## config.mk

```make
export PLATFORM = sky130hd
export DESIGN_NAME = dsm_top
export DESIGN_NICKNAME = d
export VERILOG_FILES = /design/src/dsm_pkg.sv /design/src/dsm_cmd_sel.sv /design/src/dsm_gen.sv /design/src/dsm_top.sv
export VERILOG_INCLUDE_DIRS = /design/src
export SDC_FILE = /design/constraint.sdc
export NUM_CORES = 1
export LEC_CHECK = 0
export BUFFER_PORTS_ARGS = -buffer_cell sky130_fd_sc_hd__buf_2
export CORE_ASPECT_RATIO = 0.75
export CORE_MARGIN = 2
export CORE_UTILIZATION = 67
export DETAILED_ROUTE_END_ITERATION = 10
export HOLD_SLACK_MARGIN = 0.12
export PLACE_DENSITY = 0.88
export SETUP_SLACK_MARGIN = 0.3
export SYNTH_ARGS = -nofsm -noshare
export SYNTH_HDL_FRONTEND = slang
export SYNTH_SLANG_ARGS = --single-unit
```

## constraint.sdc

```tcl
create_clock -name CLK_IN -period 32.1 [get_ports CLK_IN]
set_clock_uncertainty 0.2 [all_clocks]
set_input_delay 3.21 -clock CLK_IN [delete_from_list [all_inputs] [get_ports CLK_IN]]
set_output_delay 3.21 -clock CLK_IN [all_outputs]
set_load 0.05 [all_outputs]
```

## src/dsm_consts.svh

```systemverilog
`ifndef DSM_CONSTS_SVH
`define DSM_CONSTS_SVH
`define DSM_SELFTEST_NS 1000
`define DSM_CLK_NS 10
`define DSM_SELFTEST_CYC ((`DSM_SELFTEST_NS + `DSM_CLK_NS - 1) / `DSM_CLK_NS)
`define DSM_GEN_HALF_CYC 256
`define DSM_REF_RST 16'h0000
`endif

```

## src/dsm_pkg.sv

```systemverilog
package dsm_pkg;
  typedef enum logic [3:0] {
    ST_NOT_READY = 4'h0,
    ST_SW_DISABLED = 4'h1,
    ST_READY = 4'h2,
    ST_SWITCHED_ON = 4'h3,
    ST_OP_ENABLED = 4'h4,
    ST_QSTOP = 4'h5,
    ST_FAULT_REACT = 4'h6,
    ST_FAULT = 4'h7
  } dsm_state_t;
  typedef enum logic [2:0] {
    CMD_NONE = 3'h0,
    CMD_SHUTDOWN = 3'h1,
    CMD_SWITCH_ON = 3'h2,
    CMD_ENABLE_OP = 3'h3,
    CMD_DISABLE_OP = 3'h4,
    CMD_DISABLE_V = 3'h5,
    CMD_QUICK_STOP = 3'h6,
    CMD_FAULT_RESET = 3'h7
  } dsm_cmd_t;
  typedef enum logic [1:0] {
    SRC_ECAT = 2'h0,
    SRC_CAN = 2'h1,
    SRC_LOCAL = 2'h2,
    SRC_ANALOG = 2'h3
  } dsm_src_t;
  typedef enum logic [2:0] {
    MODE_AN_SPEED = 3'h0,
    MODE_AN_TORQUE = 3'h1,
    MODE_INT_SPEED = 3'h2,
    MODE_INT_TORQUE = 3'h3,
    MODE_CS_POS = 3'h4,
    MODE_CS_VEL = 3'h5,
    MODE_CS_TORQUE = 3'h6
  } dsm_mode_t;
  typedef enum logic [2:0] {
    SHP_SQUARE = 3'h0,
    SHP_TRIANGLE = 3'h1,
    SHP_SAWTOOTH = 3'h2,
    SHP_KEYSTONE = 3'h3,
    SHP_PROFILE = 3'h4,
    SHP_JOG = 3'h5
  } dsm_shape_t;
endpackage : dsm_pkg

```

## src/dsm_cmd_sel.sv

```systemverilog
`timescale 1ns/1ps
module dsm_cmd_sel import dsm_pkg::*; #(
  parameter int REF_W = 16
) (
  input wire logic clk_in,
  input wire logic rst_in,
  input wire dsm_src_t src_in,
  input wire dsm_cmd_t ecat_cmd_in,
  input wire dsm_cmd_t can_cmd_in,
  input wire dsm_cmd_t io_cmd_in,
  input wire dsm_cmd_t local_cmd_in,
  input wire logic local_send_in,
  input wire logic [REF_W-1:0] ecat_ref_in,
  input wire logic [REF_W-1:0] can_ref_in,
  input wire logic [REF_W-1:0] local_ref_in,
  output dsm_cmd_t cmd_out,
  output logic send_en_out,
  output logic [REF_W-1:0] ref_out
);
  logic send_d_r;
  wire logic send_rise = local_send_in & ~send_d_r;
  assign send_en_out = (src_in == SRC_LOCAL);
  always_ff @(posedge clk_in or posedge rst_in) begin
    if (rst_in) begin
      send_d_r <= 1'b0;
    end else begin
      send_d_r <= local_send_in;
    end
  end
  always_comb begin
    cmd_out = CMD_NONE;
    ref_out = '0;
    unique case (src_in)
      SRC_ECAT: begin
        cmd_out = ecat_cmd_in;
        ref_out = ecat_ref_in;
      end
      SRC_CAN: begin
        cmd_out = can_cmd_in;
        ref_out = can_ref_in;
      end
      SRC_LOCAL: begin
        cmd_out = send_rise ? local_cmd_in : CMD_NONE;
        ref_out = local_ref_in;
      end
      SRC_ANALOG: begin
        cmd_out = io_cmd_in;
      end
    endcase
  end
endmodule : dsm_cmd_sel

```

## src/dsm_gen.sv

```systemverilog
`timescale 1ns/1ps
`include "dsm_consts.svh"
module dsm_gen import dsm_pkg::*; #(
  parameter int REF_W = 16,
  parameter int HALF_CYC = `DSM_GEN_HALF_CYC
) (
  input wire logic clk_in,
  input wire logic rst_in,
  input wire logic run_in,
  input wire dsm_shape_t shape_in,
  input wire logic [REF_W-1:0] amp_in,
  input wire logic [REF_W-1:0] offset_in,
  output logic [REF_W-1:0] ref_out
);
  localparam int PW = $clog2(2 * HALF_CYC);
  localparam logic [REF_W-1:0] REF_RST = REF_W'(`DSM_REF_RST);
  if (HALF_CYC < 2) begin : g_bad_half
    $error("HALF_CYC too small");
  end
  logic [PW-1:0] ph_r;
  logic [REF_W-1:0] ref_r;
  logic [REF_W-1:0] ref_nxt;
  wire logic second_half = (ph_r >= PW'(HALF_CYC));
  wire logic [REF_W-1:0] ramp = REF_W'((32'(ph_r) * 32'(amp_in)) /
    (2 * HALF_CYC));
  wire logic [REF_W-1:0] tri_v = second_half ?
    REF_W'((32'(2 * HALF_CYC - 32'(ph_r)) * 32'(amp_in)) / HALF_CYC) :
    REF_W'((32'(ph_r) * 32'(amp_in)) / HALF_CYC);
  wire logic [REF_W-1:0] keys_v = (tri_v > (amp_in >> 1)) ?
    (amp_in >> 1) : tri_v;
  assign ref_out = ref_r;
  always_comb begin
    ref_nxt = offset_in;
    unique case (shape_in)
      SHP_SQUARE: ref_nxt = second_half ? offset_in : offset_in + amp_in;
      SHP_TRIANGLE: ref_nxt = offset_in + tri_v;
      SHP_SAWTOOTH: ref_nxt = offset_in + ramp;
      SHP_KEYSTONE: ref_nxt = offset_in + (keys_v << 1);
      SHP_PROFILE: ref_nxt = offset_in + (second_half ? amp_in : ramp);
      SHP_JOG: ref_nxt = offset_in + amp_in;
      default: ref_nxt = offset_in;
    endcase
    if (!run_in) ref_nxt = REF_RST;
  end
  always_ff @(posedge clk_in or posedge rst_in) begin
    if (rst_in) begin
      ph_r <= '0;
      ref_r <= REF_RST;
    end else begin
      ph_r <= (!run_in || ph_r == PW'(2 * HALF_CYC - 1)) ? '0 : ph_r + 1'b1;
      ref_r <= ref_nxt;
    end
  end
endmodule : dsm_gen

```

## src/dsm_top.sv

```systemverilog
`timescale 1ns/1ps
`include "dsm_consts.svh"
module dsm_top import dsm_pkg::*; #(
  parameter int REF_W = 16,
  parameter int SELFTEST_CYC = `DSM_SELFTEST_CYC,
  parameter int GEN_HALF_CYC = `DSM_GEN_HALF_CYC
) (
  input wire logic CLK_IN,
  input wire logic RST_IN,
  input wire dsm_src_t SRC_SEL_IN,
  input wire dsm_mode_t MODE_SEL_IN,
  input wire dsm_shape_t SHAPE_SEL_IN,
  input wire dsm_cmd_t ECAT_CMD_IN,
  input wire dsm_cmd_t CAN_CMD_IN,
  input wire dsm_cmd_t IO_CMD_IN,
  input wire dsm_cmd_t LOCAL_CMD_IN,
  input wire logic LOCAL_SEND_IN,
  input wire logic [REF_W-1:0] ECAT_REF_IN,
  input wire logic [REF_W-1:0] CAN_REF_IN,
  input wire logic [REF_W-1:0] LOCAL_REF_IN,
  input wire logic [REF_W-1:0] AN_REF_IN,
  input wire logic [REF_W-1:0] AN_TLIM_IN,
  input wire logic TLIM_EN_IN,
  input wire logic [REF_W-1:0] GEN_AMP_IN,
  input wire logic [REF_W-1:0] GEN_OFS_IN,
  input wire logic SELFTEST_OK_IN,
  input wire logic FAULT_IN,
  input wire logic QSTOP_DONE_IN,
  input wire logic REACT_DONE_IN,
  output dsm_state_t STATE_OUT,
  output logic COMM_EN_OUT,
  output logic SEND_EN_OUT,
  output logic BRAKE_RELEASE_OUT,
  output logic LOW_PWR_OUT,
  output logic HIGH_PWR_OUT,
  output logic DRIVE_EN_OUT,
  output logic CFG_ALLOWED_OUT,
  output logic QSTOP_RUN_OUT,
  output logic REACT_RUN_OUT,
  output dsm_mode_t MODE_OUT,
  output logic SPEED_LOOP_OUT,
  output logic TORQUE_LOOP_OUT,
  output logic POS_LOOP_OUT,
  output logic [REF_W-1:0] REF_OUT,
  output logic [REF_W-1:0] TLIM_OUT,
  output logic TLIM_ACT_OUT
);
  if (REF_W < 4 || REF_W > 32) begin : g_bad_ref_w
    $error("REF_W out of range");
  end
  if (SELFTEST_CYC < 1) begin : g_bad_selftest
    $error("SELFTEST_CYC must be at least 1");
  end

  localparam int TW = $clog2(SELFTEST_CYC + 1);
  localparam logic [REF_W-1:0] REF_RST = REF_W'(`DSM_REF_RST);

  // fault pin synchroniser, three stages
  logic flt_s1_r;
  logic flt_s2_r;
  logic flt_s3_r;
  logic flt_r;
  always_ff @(posedge CLK_IN or posedge RST_IN) begin
    if (RST_IN) begin
      flt_s1_r <= 1'b0;
      flt_s2_r <= 1'b0;
      flt_s3_r <= 1'b0;
      flt_r <= 1'b0;
    end else begin
      flt_s1_r <= FAULT_IN;
      flt_s2_r <= flt_s1_r;
      flt_s3_r <= flt_s2_r;
      if (flt_s2_r == flt_s3_r) flt_r <= flt_s3_r;
    end
  end

  // command and reference source selection
  dsm_cmd_t cmd;
  logic [REF_W-1:0] bus_ref;
  dsm_cmd_sel #(.REF_W(REF_W)) u_sel (
    .clk_in(CLK_IN),
    .rst_in(RST_IN),
    .src_in(SRC_SEL_IN),
    .ecat_cmd_in(ECAT_CMD_IN),
    .can_cmd_in(CAN_CMD_IN),
    .io_cmd_in(IO_CMD_IN),
    .local_cmd_in(LOCAL_CMD_IN),
    .local_send_in(LOCAL_SEND_IN),
    .ecat_ref_in(ECAT_REF_IN),
    .can_ref_in(CAN_REF_IN),
    .local_ref_in(LOCAL_REF_IN),
    .cmd_out(cmd),
    .send_en_out(SEND_EN_OUT),
    .ref_out(bus_ref)
  );

  // automaton
  dsm_state_t st_r;
  dsm_state_t st_nxt;
  logic [TW-1:0] tst_r;
  logic st_done_r;
  wire logic drive_on = (st_r == ST_OP_ENABLED) || (st_r == ST_QSTOP) ||
    (st_r == ST_FAULT_REACT);
  wire logic t4 = (st_r == ST_SWITCHED_ON) && (st_nxt == ST_OP_ENABLED);

  always_comb begin
    st_nxt = st_r;
    unique case (st_r)
      ST_NOT_READY: begin
        if (st_done_r && SELFTEST_OK_IN) st_nxt = ST_SW_DISABLED;
      end
      ST_SW_DISABLED: begin
        if (cmd == CMD_SHUTDOWN) st_nxt = ST_READY;
      end
      ST_READY: begin
        if (cmd == CMD_SWITCH_ON) st_nxt = ST_SWITCHED_ON;
        else if (cmd == CMD_DISABLE_V || cmd == CMD_QUICK_STOP)
          st_nxt = ST_SW_DISABLED;
      end
      ST_SWITCHED_ON: begin
        if (cmd == CMD_ENABLE_OP) st_nxt = ST_OP_ENABLED;
        else if (cmd == CMD_SHUTDOWN) st_nxt = ST_READY;
        else if (cmd == CMD_DISABLE_V || cmd == CMD_QUICK_STOP)
          st_nxt = ST_SW_DISABLED;
      end
      ST_OP_ENABLED: begin
        if (cmd == CMD_DISABLE_OP) st_nxt = ST_SWITCHED_ON;
        else if (cmd == CMD_QUICK_STOP) st_nxt = ST_QSTOP;
        else if (cmd == CMD_SHUTDOWN) st_nxt = ST_READY;
        else if (cmd == CMD_DISABLE_V) st_nxt = ST_SW_DISABLED;
      end
      ST_QSTOP: begin
        if (QSTOP_DONE_IN || cmd == CMD_DISABLE_V) st_nxt = ST_SW_DISABLED;
      end
      ST_FAULT_REACT: begin
        if (REACT_DONE_IN) st_nxt = ST_FAULT;
      end
      ST_FAULT: begin
        if (cmd == CMD_FAULT_RESET && !flt_r) st_nxt = ST_SW_DISABLED;
      end
      default: st_nxt = ST_NOT_READY;
    endcase
    if (flt_r && st_r != ST_FAULT && st_r != ST_FAULT_REACT &&
        st_r != ST_NOT_READY)
      st_nxt = ST_FAULT_REACT;
  end

  always_ff @(posedge CLK_IN or posedge RST_IN) begin
    if (RST_IN) begin
      st_r <= ST_NOT_READY;
      tst_r <= '0;
      st_done_r <= 1'b0;
    end else begin
      st_r <= st_nxt;
      if (!st_done_r) tst_r <= tst_r + 1'b1;
      if (tst_r == TW'(SELFTEST_CYC - 1)) st_done_r <= 1'b1;
    end
  end

  // state outputs
  assign STATE_OUT = st_r;
  assign COMM_EN_OUT = (st_r != ST_NOT_READY);
  assign BRAKE_RELEASE_OUT = drive_on;
  assign LOW_PWR_OUT = 1'b1;
  assign HIGH_PWR_OUT = drive_on || (st_r == ST_SWITCHED_ON);
  assign DRIVE_EN_OUT = drive_on;
  assign CFG_ALLOWED_OUT = !drive_on;
  assign QSTOP_RUN_OUT = (st_r == ST_QSTOP);
  assign REACT_RUN_OUT = (st_r == ST_FAULT_REACT);

  // mode latch, updated only while disabled
  dsm_mode_t mode_r;
  always_ff @(posedge CLK_IN or posedge RST_IN) begin
    if (RST_IN) begin
      mode_r <= MODE_AN_SPEED;
    end else if (!drive_on) begin
      mode_r <= MODE_SEL_IN;
    end
  end
  assign MODE_OUT = mode_r;
  wire logic is_speed = (mode_r == MODE_AN_SPEED) ||
    (mode_r == MODE_INT_SPEED) || (mode_r == MODE_CS_VEL);
  wire logic is_torque = (mode_r == MODE_AN_TORQUE) ||
    (mode_r == MODE_INT_TORQUE) || (mode_r == MODE_CS_TORQUE);
  assign SPEED_LOOP_OUT = drive_on && is_speed;
  assign TORQUE_LOOP_OUT = drive_on && is_torque;
  assign POS_LOOP_OUT = drive_on && (mode_r == MODE_CS_POS);

  // internal function generator
  logic [REF_W-1:0] gen_ref;
  wire logic gen_run = drive_on && !t4 &&
    ((mode_r == MODE_INT_SPEED) || (mode_r == MODE_INT_TORQUE));
  dsm_gen #(.REF_W(REF_W), .HALF_CYC(GEN_HALF_CYC)) u_gen (
    .clk_in(CLK_IN),
    .rst_in(RST_IN),
    .run_in(gen_run),
    .shape_in(SHAPE_SEL_IN),
    .amp_in(GEN_AMP_IN),
    .offset_in(GEN_OFS_IN),
    .ref_out(gen_ref)
  );

  // reference path
  logic [REF_W-1:0] ref_r;
  logic [REF_W-1:0] ref_nxt;
  logic [REF_W-1:0] tlim_r;
  logic tlim_act_r;
  always_comb begin
    ref_nxt = REF_RST;
    unique case (mode_r)
      MODE_AN_SPEED: ref_nxt = AN_REF_IN;
      MODE_AN_TORQUE: ref_nxt = AN_REF_IN;
      MODE_INT_SPEED, MODE_INT_TORQUE: ref_nxt = gen_ref;
      MODE_CS_POS, MODE_CS_VEL, MODE_CS_TORQUE: ref_nxt = bus_ref;
      default: ref_nxt = REF_RST;
    endcase
    if (!drive_on || t4) ref_nxt = REF_RST;
  end
  always_ff @(posedge CLK_IN or posedge RST_IN) begin
    if (RST_IN) begin
      ref_r <= REF_RST;
      tlim_r <= REF_RST;
      tlim_act_r <= 1'b0;
    end else begin
      ref_r <= ref_nxt;
      tlim_act_r <= drive_on && (mode_r == MODE_AN_SPEED) && TLIM_EN_IN;
      tlim_r <= (mode_r == MODE_AN_SPEED && TLIM_EN_IN) ? AN_TLIM_IN :
        REF_RST;
    end
  end
  assign REF_OUT = ref_r;
  assign TLIM_OUT = tlim_r;
  assign TLIM_ACT_OUT = tlim_act_r;
endmodule : dsm_top

```

Word-level counts from Yosys, hierarchy flattened:

Index checks and enable logic that the tools add are counted.

* register bits after elaboration: 78
* input port bits: 140
* output and inout port bits: 52
* word-level logic and storage cells: 128

* add/subtract/negate cells: 8
* $mul: 2
* magnitude comparators: 2
* eq/ne operators: 34
* mux-type cells: 28
* bitwise gates (word level): 2
* reductions and logical operators: 38

Operators with widths (count)
* $mux 16: 6
* $pmux 16 s3: 2
* $pmux 16 s6: 1
* $add 16x16->16: 5
* $mux 4: 14
* $mul 32x16->24: 1
* $pmux 4 s8: 1
* $eq 3x3->1 const B: 9
* $mul 9x16->25: 1
* $eq 4x3->1 const B: 5
* $eq 3x2->1 const B: 6
* $gt 16x15->1: 1
* $mux 15: 1
* $logic_and 1x1->1: 14
* $logic_or 1x1->1: 12
* $pmux 3 s4: 1
* $sub 10x9->11 const A: 1
* $add 9x1->9 const B: 1
* $eq 3x1->1 const B: 3
* $eq 9x9->1 const B: 1
* $ge 9x9->1 const B: 1
* $mux 9: 1
* $eq 4x2->1 const B: 2
* $ne 4x3->1 const B: 2
* 16 further kinds: 22

Longest topological paths before layout:

Gate-level depths: netlist (run 1).

* depth in word-level cells: 19
* depth in mapped cells: 54
* gate-level depth less buffers: 50

By module:

A second synthesis (run 1) with hierarchy kept.

* cells, all modules: 2030
* area total of the unflattened synthesis: 16867.4 um^2

By module, submodules not included
* dsm_gen: instances 1, cells an instance 1717, area an instance 13834.5 um^2, seq. area each 625.6 um^2
* dsm_top: instances 1, cells an instance 241, area an instance 2476.1 um^2, seq. area each 1301.2 um^2
* dsm_cmd_sel: instances 1, cells an instance 72, area an instance 556.8 um^2, seq. area each 25.0 um^2

Least setup slack after synthesis (run 1):

No wires, ideal clock.

* kind: input to register
* start point: input GEN_AMP_IN[3]
* end point: register u_gen.ref_r[15], in the netlist u_gen.ref_out[15]
* setup time: 0.088 ns
* arrival: 12.509 ns
* required time: 31.812 ns
* slack: 19.303 ns
* stages: 44
* buffers on the path: 3
* path through: clkbuf_1 > clkbuf_1 > nand2_1 > fa_1 > fa_1 > fa_1 > inv_1 > ha_1 > fa_1 > inv_1 > fa_1 > inv_1 > ha_1 > a21o_1 > a21oi_1 > o211a_1 > a21o_1 > nand2_1 > [8 not listed] > o21ai_0 > nand3_1 > a21o_1 > clkbuf_1 > o21ai_0 > ha_1 > inv_1 > fa_1 > nor2b_1 > o31a_1 > o211ai_1 > a21oi_1 > nor3_1 > o41ai_1 > xnor2_1 > a21oi_1 > or4b_1 > a41oi_2

* word-level cells in the longest chain between the ends: 7
* elaborated cells between the ends (all ways): 14
* those cells by class: add/sub (5); mul (2); order compare (1); mux (6)

RTL lines
* start: declaration: RTL line dsm_top.sv:24 `input wire logic [REF_W-1:0] GEN_AMP_IN,`
* $mul 32x16->24 / $mul 9x16->25 (equally long branches): RTL line dsm_gen.sv:27, dsm_gen.sv:28
* $mux 16: RTL line dsm_gen.sv:26 `wire logic [REF_W-1:0] tri_v = second_half ?`
* $gt 16x15->1: RTL line dsm_gen.sv:29 `wire logic [REF_W-1:0] keys_v = (tri_v > (amp_in >> 1)) ?`
* $mux 15: RTL line dsm_gen.sv:29
* $add 16x16->16: RTL line dsm_gen.sv:38 `SHP_KEYSTONE: ref_nxt = offset_in + (keys_v << 1);`
* $pmux 16 s6 (*): RTL line dsm_gen.sv:34 `unique case (shape_in)`
* $mux 16 (*): RTL line dsm_gen.sv:43 `if (!run_in) ref_nxt = REF_RST;`
* named net u_gen.ref_nxt[15]: RTL line dsm_gen.sv:22 `logic [REF_W-1:0] ref_nxt;`
* end signal: assignment: RTL line dsm_gen.sv:51 `ref_r <= ref_nxt;`
* end: declaration: RTL line dsm_gen.sv:21 `logic [REF_W-1:0] ref_r;`

The timed path passes the listed nets; every way through them passes the cells marked *.
A chain may end at the register's enable or synchronous reset.

Final worst setup path (run 1):

* start point: input GEN_AMP_IN[4]
* end point: register u_gen.ref_r[15], in the netlist u_gen.ref_out[15]

The elaborated chain is that of the path after synthesis.

==> results of run 1 <==
## metal layers
metal	share of wire, %	wire [um]	track usage, %
met1	39	18100	49.0
met2	47	21900	60.0
met3	12	5410	9.13
met4	3.2	1480	13.1
met5	0	0	0
## final cells by class
cell class,count,share of cell area (%)
inverter,296,6.17
multi-input combinational,1521,72.9
timing repair buffer,213,6.24
tap,331,2.30
antenna,1,0.0139
clock buffer,12,1.37
clock inverter,4,0.174
sequential,78,10.8
## path summary, 6_finish.rpt
path | to | slack (ps) | depth (start not counted)
min in group asynchronous | TLIM_OUT[15]$_DFF_PP0_ | 2970 | 3
worst min-delay path | flt_s2_r$_DFF_PP0_ | 170 | 0
worst max register to register | u_gen.ref_out[15]$_DFF_PP0_ | 19700 | 44
worst max-delay path | u_gen.ref_out[15]$_DFF_PP0_ | 18490 | 44
worst min register to register | flt_s2_r$_DFF_PP0_ | 170 | 0
max in group asynchronous | TLIM_ACT_OUT$_DFF_PP0_ | 28050 | 3
## per-stage QoR
stage	power, mW	instances	hold slack, ps	utilization (%)	area (sq um)
finish	0.623	2456	172	74.8	18000
global route	0.672	2456	173	74.8	18000
CTS	0.617	2455	172	74.8	18000
detailed placement	0.517	2439	150	73.6	17700
global placement	0.499	2439	143	73.6	17700
floorplan	0.410	1994	131	-	16500
## cell usage in the layout, fill, tap and decap left out, types with 8 or more instances in the layout
| cell | netlist | final |
|---|---|---|
| or3_1 | 8 | 8 |
| clkbuf_16 | 0 | 9 |
| nor3_1 | 20 | 20 |
| mux2_2 | 12 | 12 |
| a22oi_1 | 9 | 9 |
| buf_4 | 2 | 23 |
| o21a_1 | 15 | 15 |
| and2_1 | 116 | 116 |
| fa_1 | 209 | 209 |
| inv_1 | 296 | 295 |
| xor2_1 | 23 | 23 |
| buf_2 | 0 | 190 |
| a21oi_1 | 112 | 112 |
| nand4_1 | 13 | 13 |
| nor2_1 | 138 | 138 |
| nand2_1 | 259 | 259 |
| a31oi_1 | 8 | 8 |
| mux2i_1 | 38 | 38 |
| or2_2 | 9 | 9 |
| o21ai_0 | 62 | 62 |
| nand3b_1 | 8 | 8 |
| nand3_1 | 23 | 23 |
| nand2b_1 | 19 | 19 |
| dfrtp_1 | 78 | 78 |
| xnor2_1 | 64 | 61 |
| nor2b_1 | 8 | 8 |
| a21o_1 | 36 | 36 |
| ha_1 | 191 | 191 |
## cells by family (layout without fill, tap and decap cells)
group | after synthesis | in the layout | share of synthesized area [%]
AND/OR/NAND/NOR | 655 | 655 | 18.9
adder cells (fa/ha/maj) | 401 | 401 | 39.8
buffers and inverters | 395 | 525 | 9.01
AO/OA/AOI/OAI | 326 | 326 | 12.7
XOR/XNOR | 87 | 87 | 4.61
flip-flops | 78 | 78 | 11.8
multiplexers | 50 | 50 | 3.12
other | 2 | 3 | 0.0454
## registers in the layout, summed over array words and instances (netlist names), 3 cells and up
name	count
REF_OUT	16
TLIM_OUT	16
tst_r	7
STATE_OUT	4
u_gen.ref_out	16
u_gen.ph_r	9
MODE_OUT	3
## report_power, final
group	total [mW]	internal (mW)	switching [mW]
combinational	0.408	0.154	0.255
sequential	0.117	0.105	0.0117
clock	0.0973	0.0548	0.0424
==> impl_metrics.toml, run 1 <==
[power_and_ir_drop]
power_leakage_nw = 9.52
power_density_nw_per_um2 = 34.6
ir_worst_vdd_mv = 0.0323

[floorplanning]
pin_count = 192
die_h_um = 140
core_sq_um = 24100
die_x_um = 185
rows = 49
start_util_pct = 68.7
die_area_sq_um = 26000

[placed_design]
dp_hpwl_um = 36900
dp_slack_ps = 18320
io_buffers = 190
gp_congestion = 0.989

[timing]
fmax_mhz = 73.5
drv_slew = 0
relSlewSlack_pct = 5.35
worstMarginPinSlew_ps = 1410
rsz0062_at_grt = "no"
finalSetupTns_ps = 0
hold_viol_final = 0
final.min_clock_period_ps = 13610
final.period_utilization_pct = 42.4
setup_violations = 0
worst_slack_ps = 18490

[detailed_routing]
vias_per_cell = 6.11
ant_nets = 0
wl_um = 46900
route.vias.total = 15003
wl_per_cell_um = 19.1
drcViolationCount = 0
firstDrtPassIters = 7
drt_iter0_markers = 1662

[setup_path]
worstPathArrival_ps = 13640
critPathMostFrequentCell = "fa_1"
crit_path_start_kind = "input pin"
cp.required_ps = 32130
worstSetupPathType = "in2reg"
slowest_stage = "a21o_1"
crit_fanout = 23
crit_buf_inv = 7
startpoint = "GEN_AMP_IN[4]"
end_kind = "register"
cp_slowest_stage_delay_ps = 640
crit_family = "adder cells"
r2r_start = "u_gen.ph_r[2]$_DFF_PP0_"

[layout]
multi_input_area_sq_um = 13100
layout.nets = 2659
register_area_sq_um = 1950
layout-drive-gt1-share_pct = 12.4
fill_cells = 1792
area_growth_pct = 8.91

[yosys]
synth.distinct_cells = 72
synth_edf_count = 0
ys_seq_area_share_pct = 11.8
syn_inst = 1994
synth_area_leaders = "fa_1, ha_1, dfrtp_1, inv_1, nand2_1"
yosysMostFrequentCell = "inv_1"
syn_area_per_cell_sq_um = 8.30
yosys.area.top_type = "fa_1"
synth.cell_area_sq_um = 16500
synth_nets = 2534
ys.flop_type = "dfrtp_1"
netlist_top_cells_count = "inv_1, nand2_1, fa_1"
ys_seq_elements = 78
yosys_warnings = 0
async_flop_share_pct = 100
synth_top_cell_area_share_pct = 25.3

[run_status]
outcome = "finished, final reports clean"

[global_route]
grt_max_degree = 79
overflow = 0
grt_first_pass_wirelength_um = 76400
grt_use_total_pct = 37.2
grt_pass1_vias = 15509
grt_antenna_before_repair = 1

[cts]
cts_num_sinks = 78
cts_tree = "yes"
hold_buffers = 0
clkTransAtPathRegs_ps = 60
clk_latency_ps = 340
cts_root_buf = "clkbuf_16"
numCtsBuffers = 9
cts_setup_buffers = 0
cts.path.max_buffers = 2
htreeDepth = 3
cts_resized = 0

[min_path]
holdCritStartpoint = "flt_s1_r$_DFF_PP0_"
min_path_type = "reg2reg"

[job]
max_cap_violations = 0
Note: power is estimated with default switching activity, not from simulation.
==> inputs of run 2 (changes only) <==
--- a/config.mk
+++ b/config.mk
@@ -9,10 +9,10 @@
 export BUFFER_PORTS_ARGS = -buffer_cell sky130_fd_sc_hd__buf_2
 export CORE_ASPECT_RATIO = 0.75
 export CORE_MARGIN = 2
-export CORE_UTILIZATION = 67
+export CORE_UTILIZATION = 62
 export DETAILED_ROUTE_END_ITERATION = 10
 export HOLD_SLACK_MARGIN = 0.12
-export PLACE_DENSITY = 0.88
+export PLACE_DENSITY = 0.82
 export SETUP_SLACK_MARGIN = 0.3
 export SYNTH_ARGS = -nofsm -noshare
 export SYNTH_HDL_FRONTEND = slang
==> constraint.sdc (replaced) <==
create_clock -name CLK_IN -period 13.8 [get_ports CLK_IN]
set_clock_uncertainty 0.2 [all_clocks]
set_input_delay 1.38 -clock CLK_IN [delete_from_list [all_inputs] [get_ports CLK_IN]]
set_output_delay 1.38 -clock CLK_IN [all_outputs]
set_load 0.05 [all_outputs]
==> run 2 against run 1 <==
Register-to-register slack got worse by 18000 ps. Worst hold slack improved by 4.8 ps. Final area decreased by 0.10%.
==> impl_metrics.toml, run 2 (same netlist as run 1, synthesis figures left out) <==
[run_status]
outcome = "finished, final reports clean"

[floorplanning]
pin_count = 192
core_sq_um = 26100
start_util_pct = 63.4
die_area_sq_um = 28000
die_h_um = 145
die_x_um = 193
rows = 51

[timing]
hold_viol_final = 0
finalSetupTns_ps = 0
setup_violations = 0
drv_slew = 0
holdWs_ps = 177
fmax_mhz = 80.0
final.min_clock_period_ps = 12500
rsz0062_at_grt = "no"
worstMarginPinSlew_ps = 1260
final.period_utilization_pct = 90.6
relSlewSlack_pct = 15.7

[cts]
numCtsBuffers = 9
htreeDepth = 3
cts_setup_buffers = 0
clk_latency_ps = 350
clkTransAtPathRegs_ps = 70
cts_resized = 0
cts_root_buf = "clkbuf_16"
hold_buffers = 0
cts_num_sinks = 78
cts.path.max_buffers = 2
cts_tree = "yes"

[setup_path]
worst_r2r_path_depth = 45
worstSetupPathType = "reg2reg"
r2r_start = "u_gen.ph_r[2]$_DFF_PP0_"
rrSetupSlack_ps = 1300
cp.required_ps = 13850
crit_fanout = 24
crit_path_start_kind = "register"
cp_slowest_stage_delay_ps = 690
end_kind = "register"
crit_buf_inv = 5
startpoint = "u_gen.ph_r[2]$_DFF_PP0_"
worstPathArrival_ps = 12550
crit_cells = 45
slowest_stage = "dfrtp_1"
crit_family = "adder cells"
r2r_end = "u_gen.ref_out[15]$_DFF_PP0_"
endpoint = "u_gen.ref_out[15]$_DFF_PP0_"
critPathMostFrequentCell = "fa_1"

[layout]
layout_common_cells = "inv_1, nand2_1, fa_1"
area_growth_pct = 8.80
layoutNonFillerInstCount = 2464
diodes = 0
layout.nets = 2655
layout-drive-gt1-share_pct = 12.3
final_common_cell = "inv_1"
finalInstanceArea_sq_um = 18000

[detailed_routing]
wl_um = 47100
route.vias.total = 14574
wl_per_cell_um = 19.1
drcViolationCount = 0
ant_nets = 0
firstDrtPassIters = 6
drt_iter0_markers = 1368
vias_per_cell = 5.91

[placed_design]
dp_hpwl_um = 38100
dp_cells = 2448
place_area_sq_um = 17700
io_buffers = 190
gp_congestion = 0.977

[global_route]
overflow = 0
grt_pass1_vias = 14862
grt_first_pass_wirelength_um = 77100
grt_use_total_pct = 34.9
grt_antenna_before_repair = 0
grt_max_degree = 79

[min_path]
min_path_type = "reg2reg"

[power_and_ir_drop]
power_leakage_nw = 9.50
power_density_nw_per_um2 = 80.1
power_mw = 1.44
ir_worst_vdd_mv = 0.0948

[job]
max_cap_violations = 0
## run 2: worst min path at each step
| stage | cells past startpoint | slack, ps | from | to |
|---|---|---|---|---|
| floorplan | 0 | 130 | flt_s1_r$_DFF_PP0_ | flt_s2_r$_DFF_PP0_ |
| global placement | 0 | 150 | flt_s1_r$_DFF_PP0_ | flt_s2_r$_DFF_PP0_ |
| detailed placement | 0 | 150 | flt_s1_r$_DFF_PP0_ | flt_s2_r$_DFF_PP0_ |
| CTS | 0 | 180 | flt_s1_r$_DFF_PP0_ | flt_s2_r$_DFF_PP0_ |
| global route | 0 | 190 | flt_s1_r$_DFF_PP0_ | flt_s2_r$_DFF_PP0_ |
| finish | 0 | 180 | flt_s1_r$_DFF_PP0_ | flt_s2_r$_DFF_PP0_ |
## run 2: final cells by class
| class | instances | area (sq um) |
|---|---|---|
| Multi-Input combinational cell | 1521 | 13100 |
| Fill cell | 2112 | 8100 |
| Sequential cell | 78 | 1950 |
| Inverter | 296 | 1110 |
| Timing Repair Buffer | 209 | 1090 |
| Tap cell | 344 | 430 |
| Clock buffer | 10 | 239 |
| Clock inverter | 6 | 43.8 |
## run 2: stage by stage
step                setup slack [ps]  utilization (%)
finish                          1300             69.0
global route                     637             69.0
CTS                             1530             69.0
detailed placement              1580             67.9
global placement                2030             67.9
floorplan                       2660                -
## run 2: where the power goes
part / switching (mW) / leakage, nW / total (mW) / internal [mW]
Sequential: 0.0225 / 1.04 / 0.268 / 0.245
Clock: 0.103 / 0.139 / 0.231 / 0.128
Combinational: 0.583 / 8.32 / 0.943 / 0.360
## run 2: worst register-to-register path: cells and delay by family (launching register included)
| family | cells | cell delay [ps] |
|---|---|---|
| buffers and inverters | 5 | 270 |
| adders and majority gates | 11 | 4890 |
| DFF | 1 | 690 |
| xor gates and xnor gates | 2 | 320 |
| and+or+nand+nor | 11 | 2350 |
| AOI/OAI and AO/OA | 16 | 3670 |
## run 2: per-layer routing
layer | GRT usage, % | part of all wire (%) | up-vias
li1 | - | - | 6721
met1 | 49.8 | 43 | 7078
met2 | 54.3 | 45 | 694
met3 | 7.64 | 10 | 81
met4 | 8.09 | 2.0 | 0
met5 | 0 | 0 | -
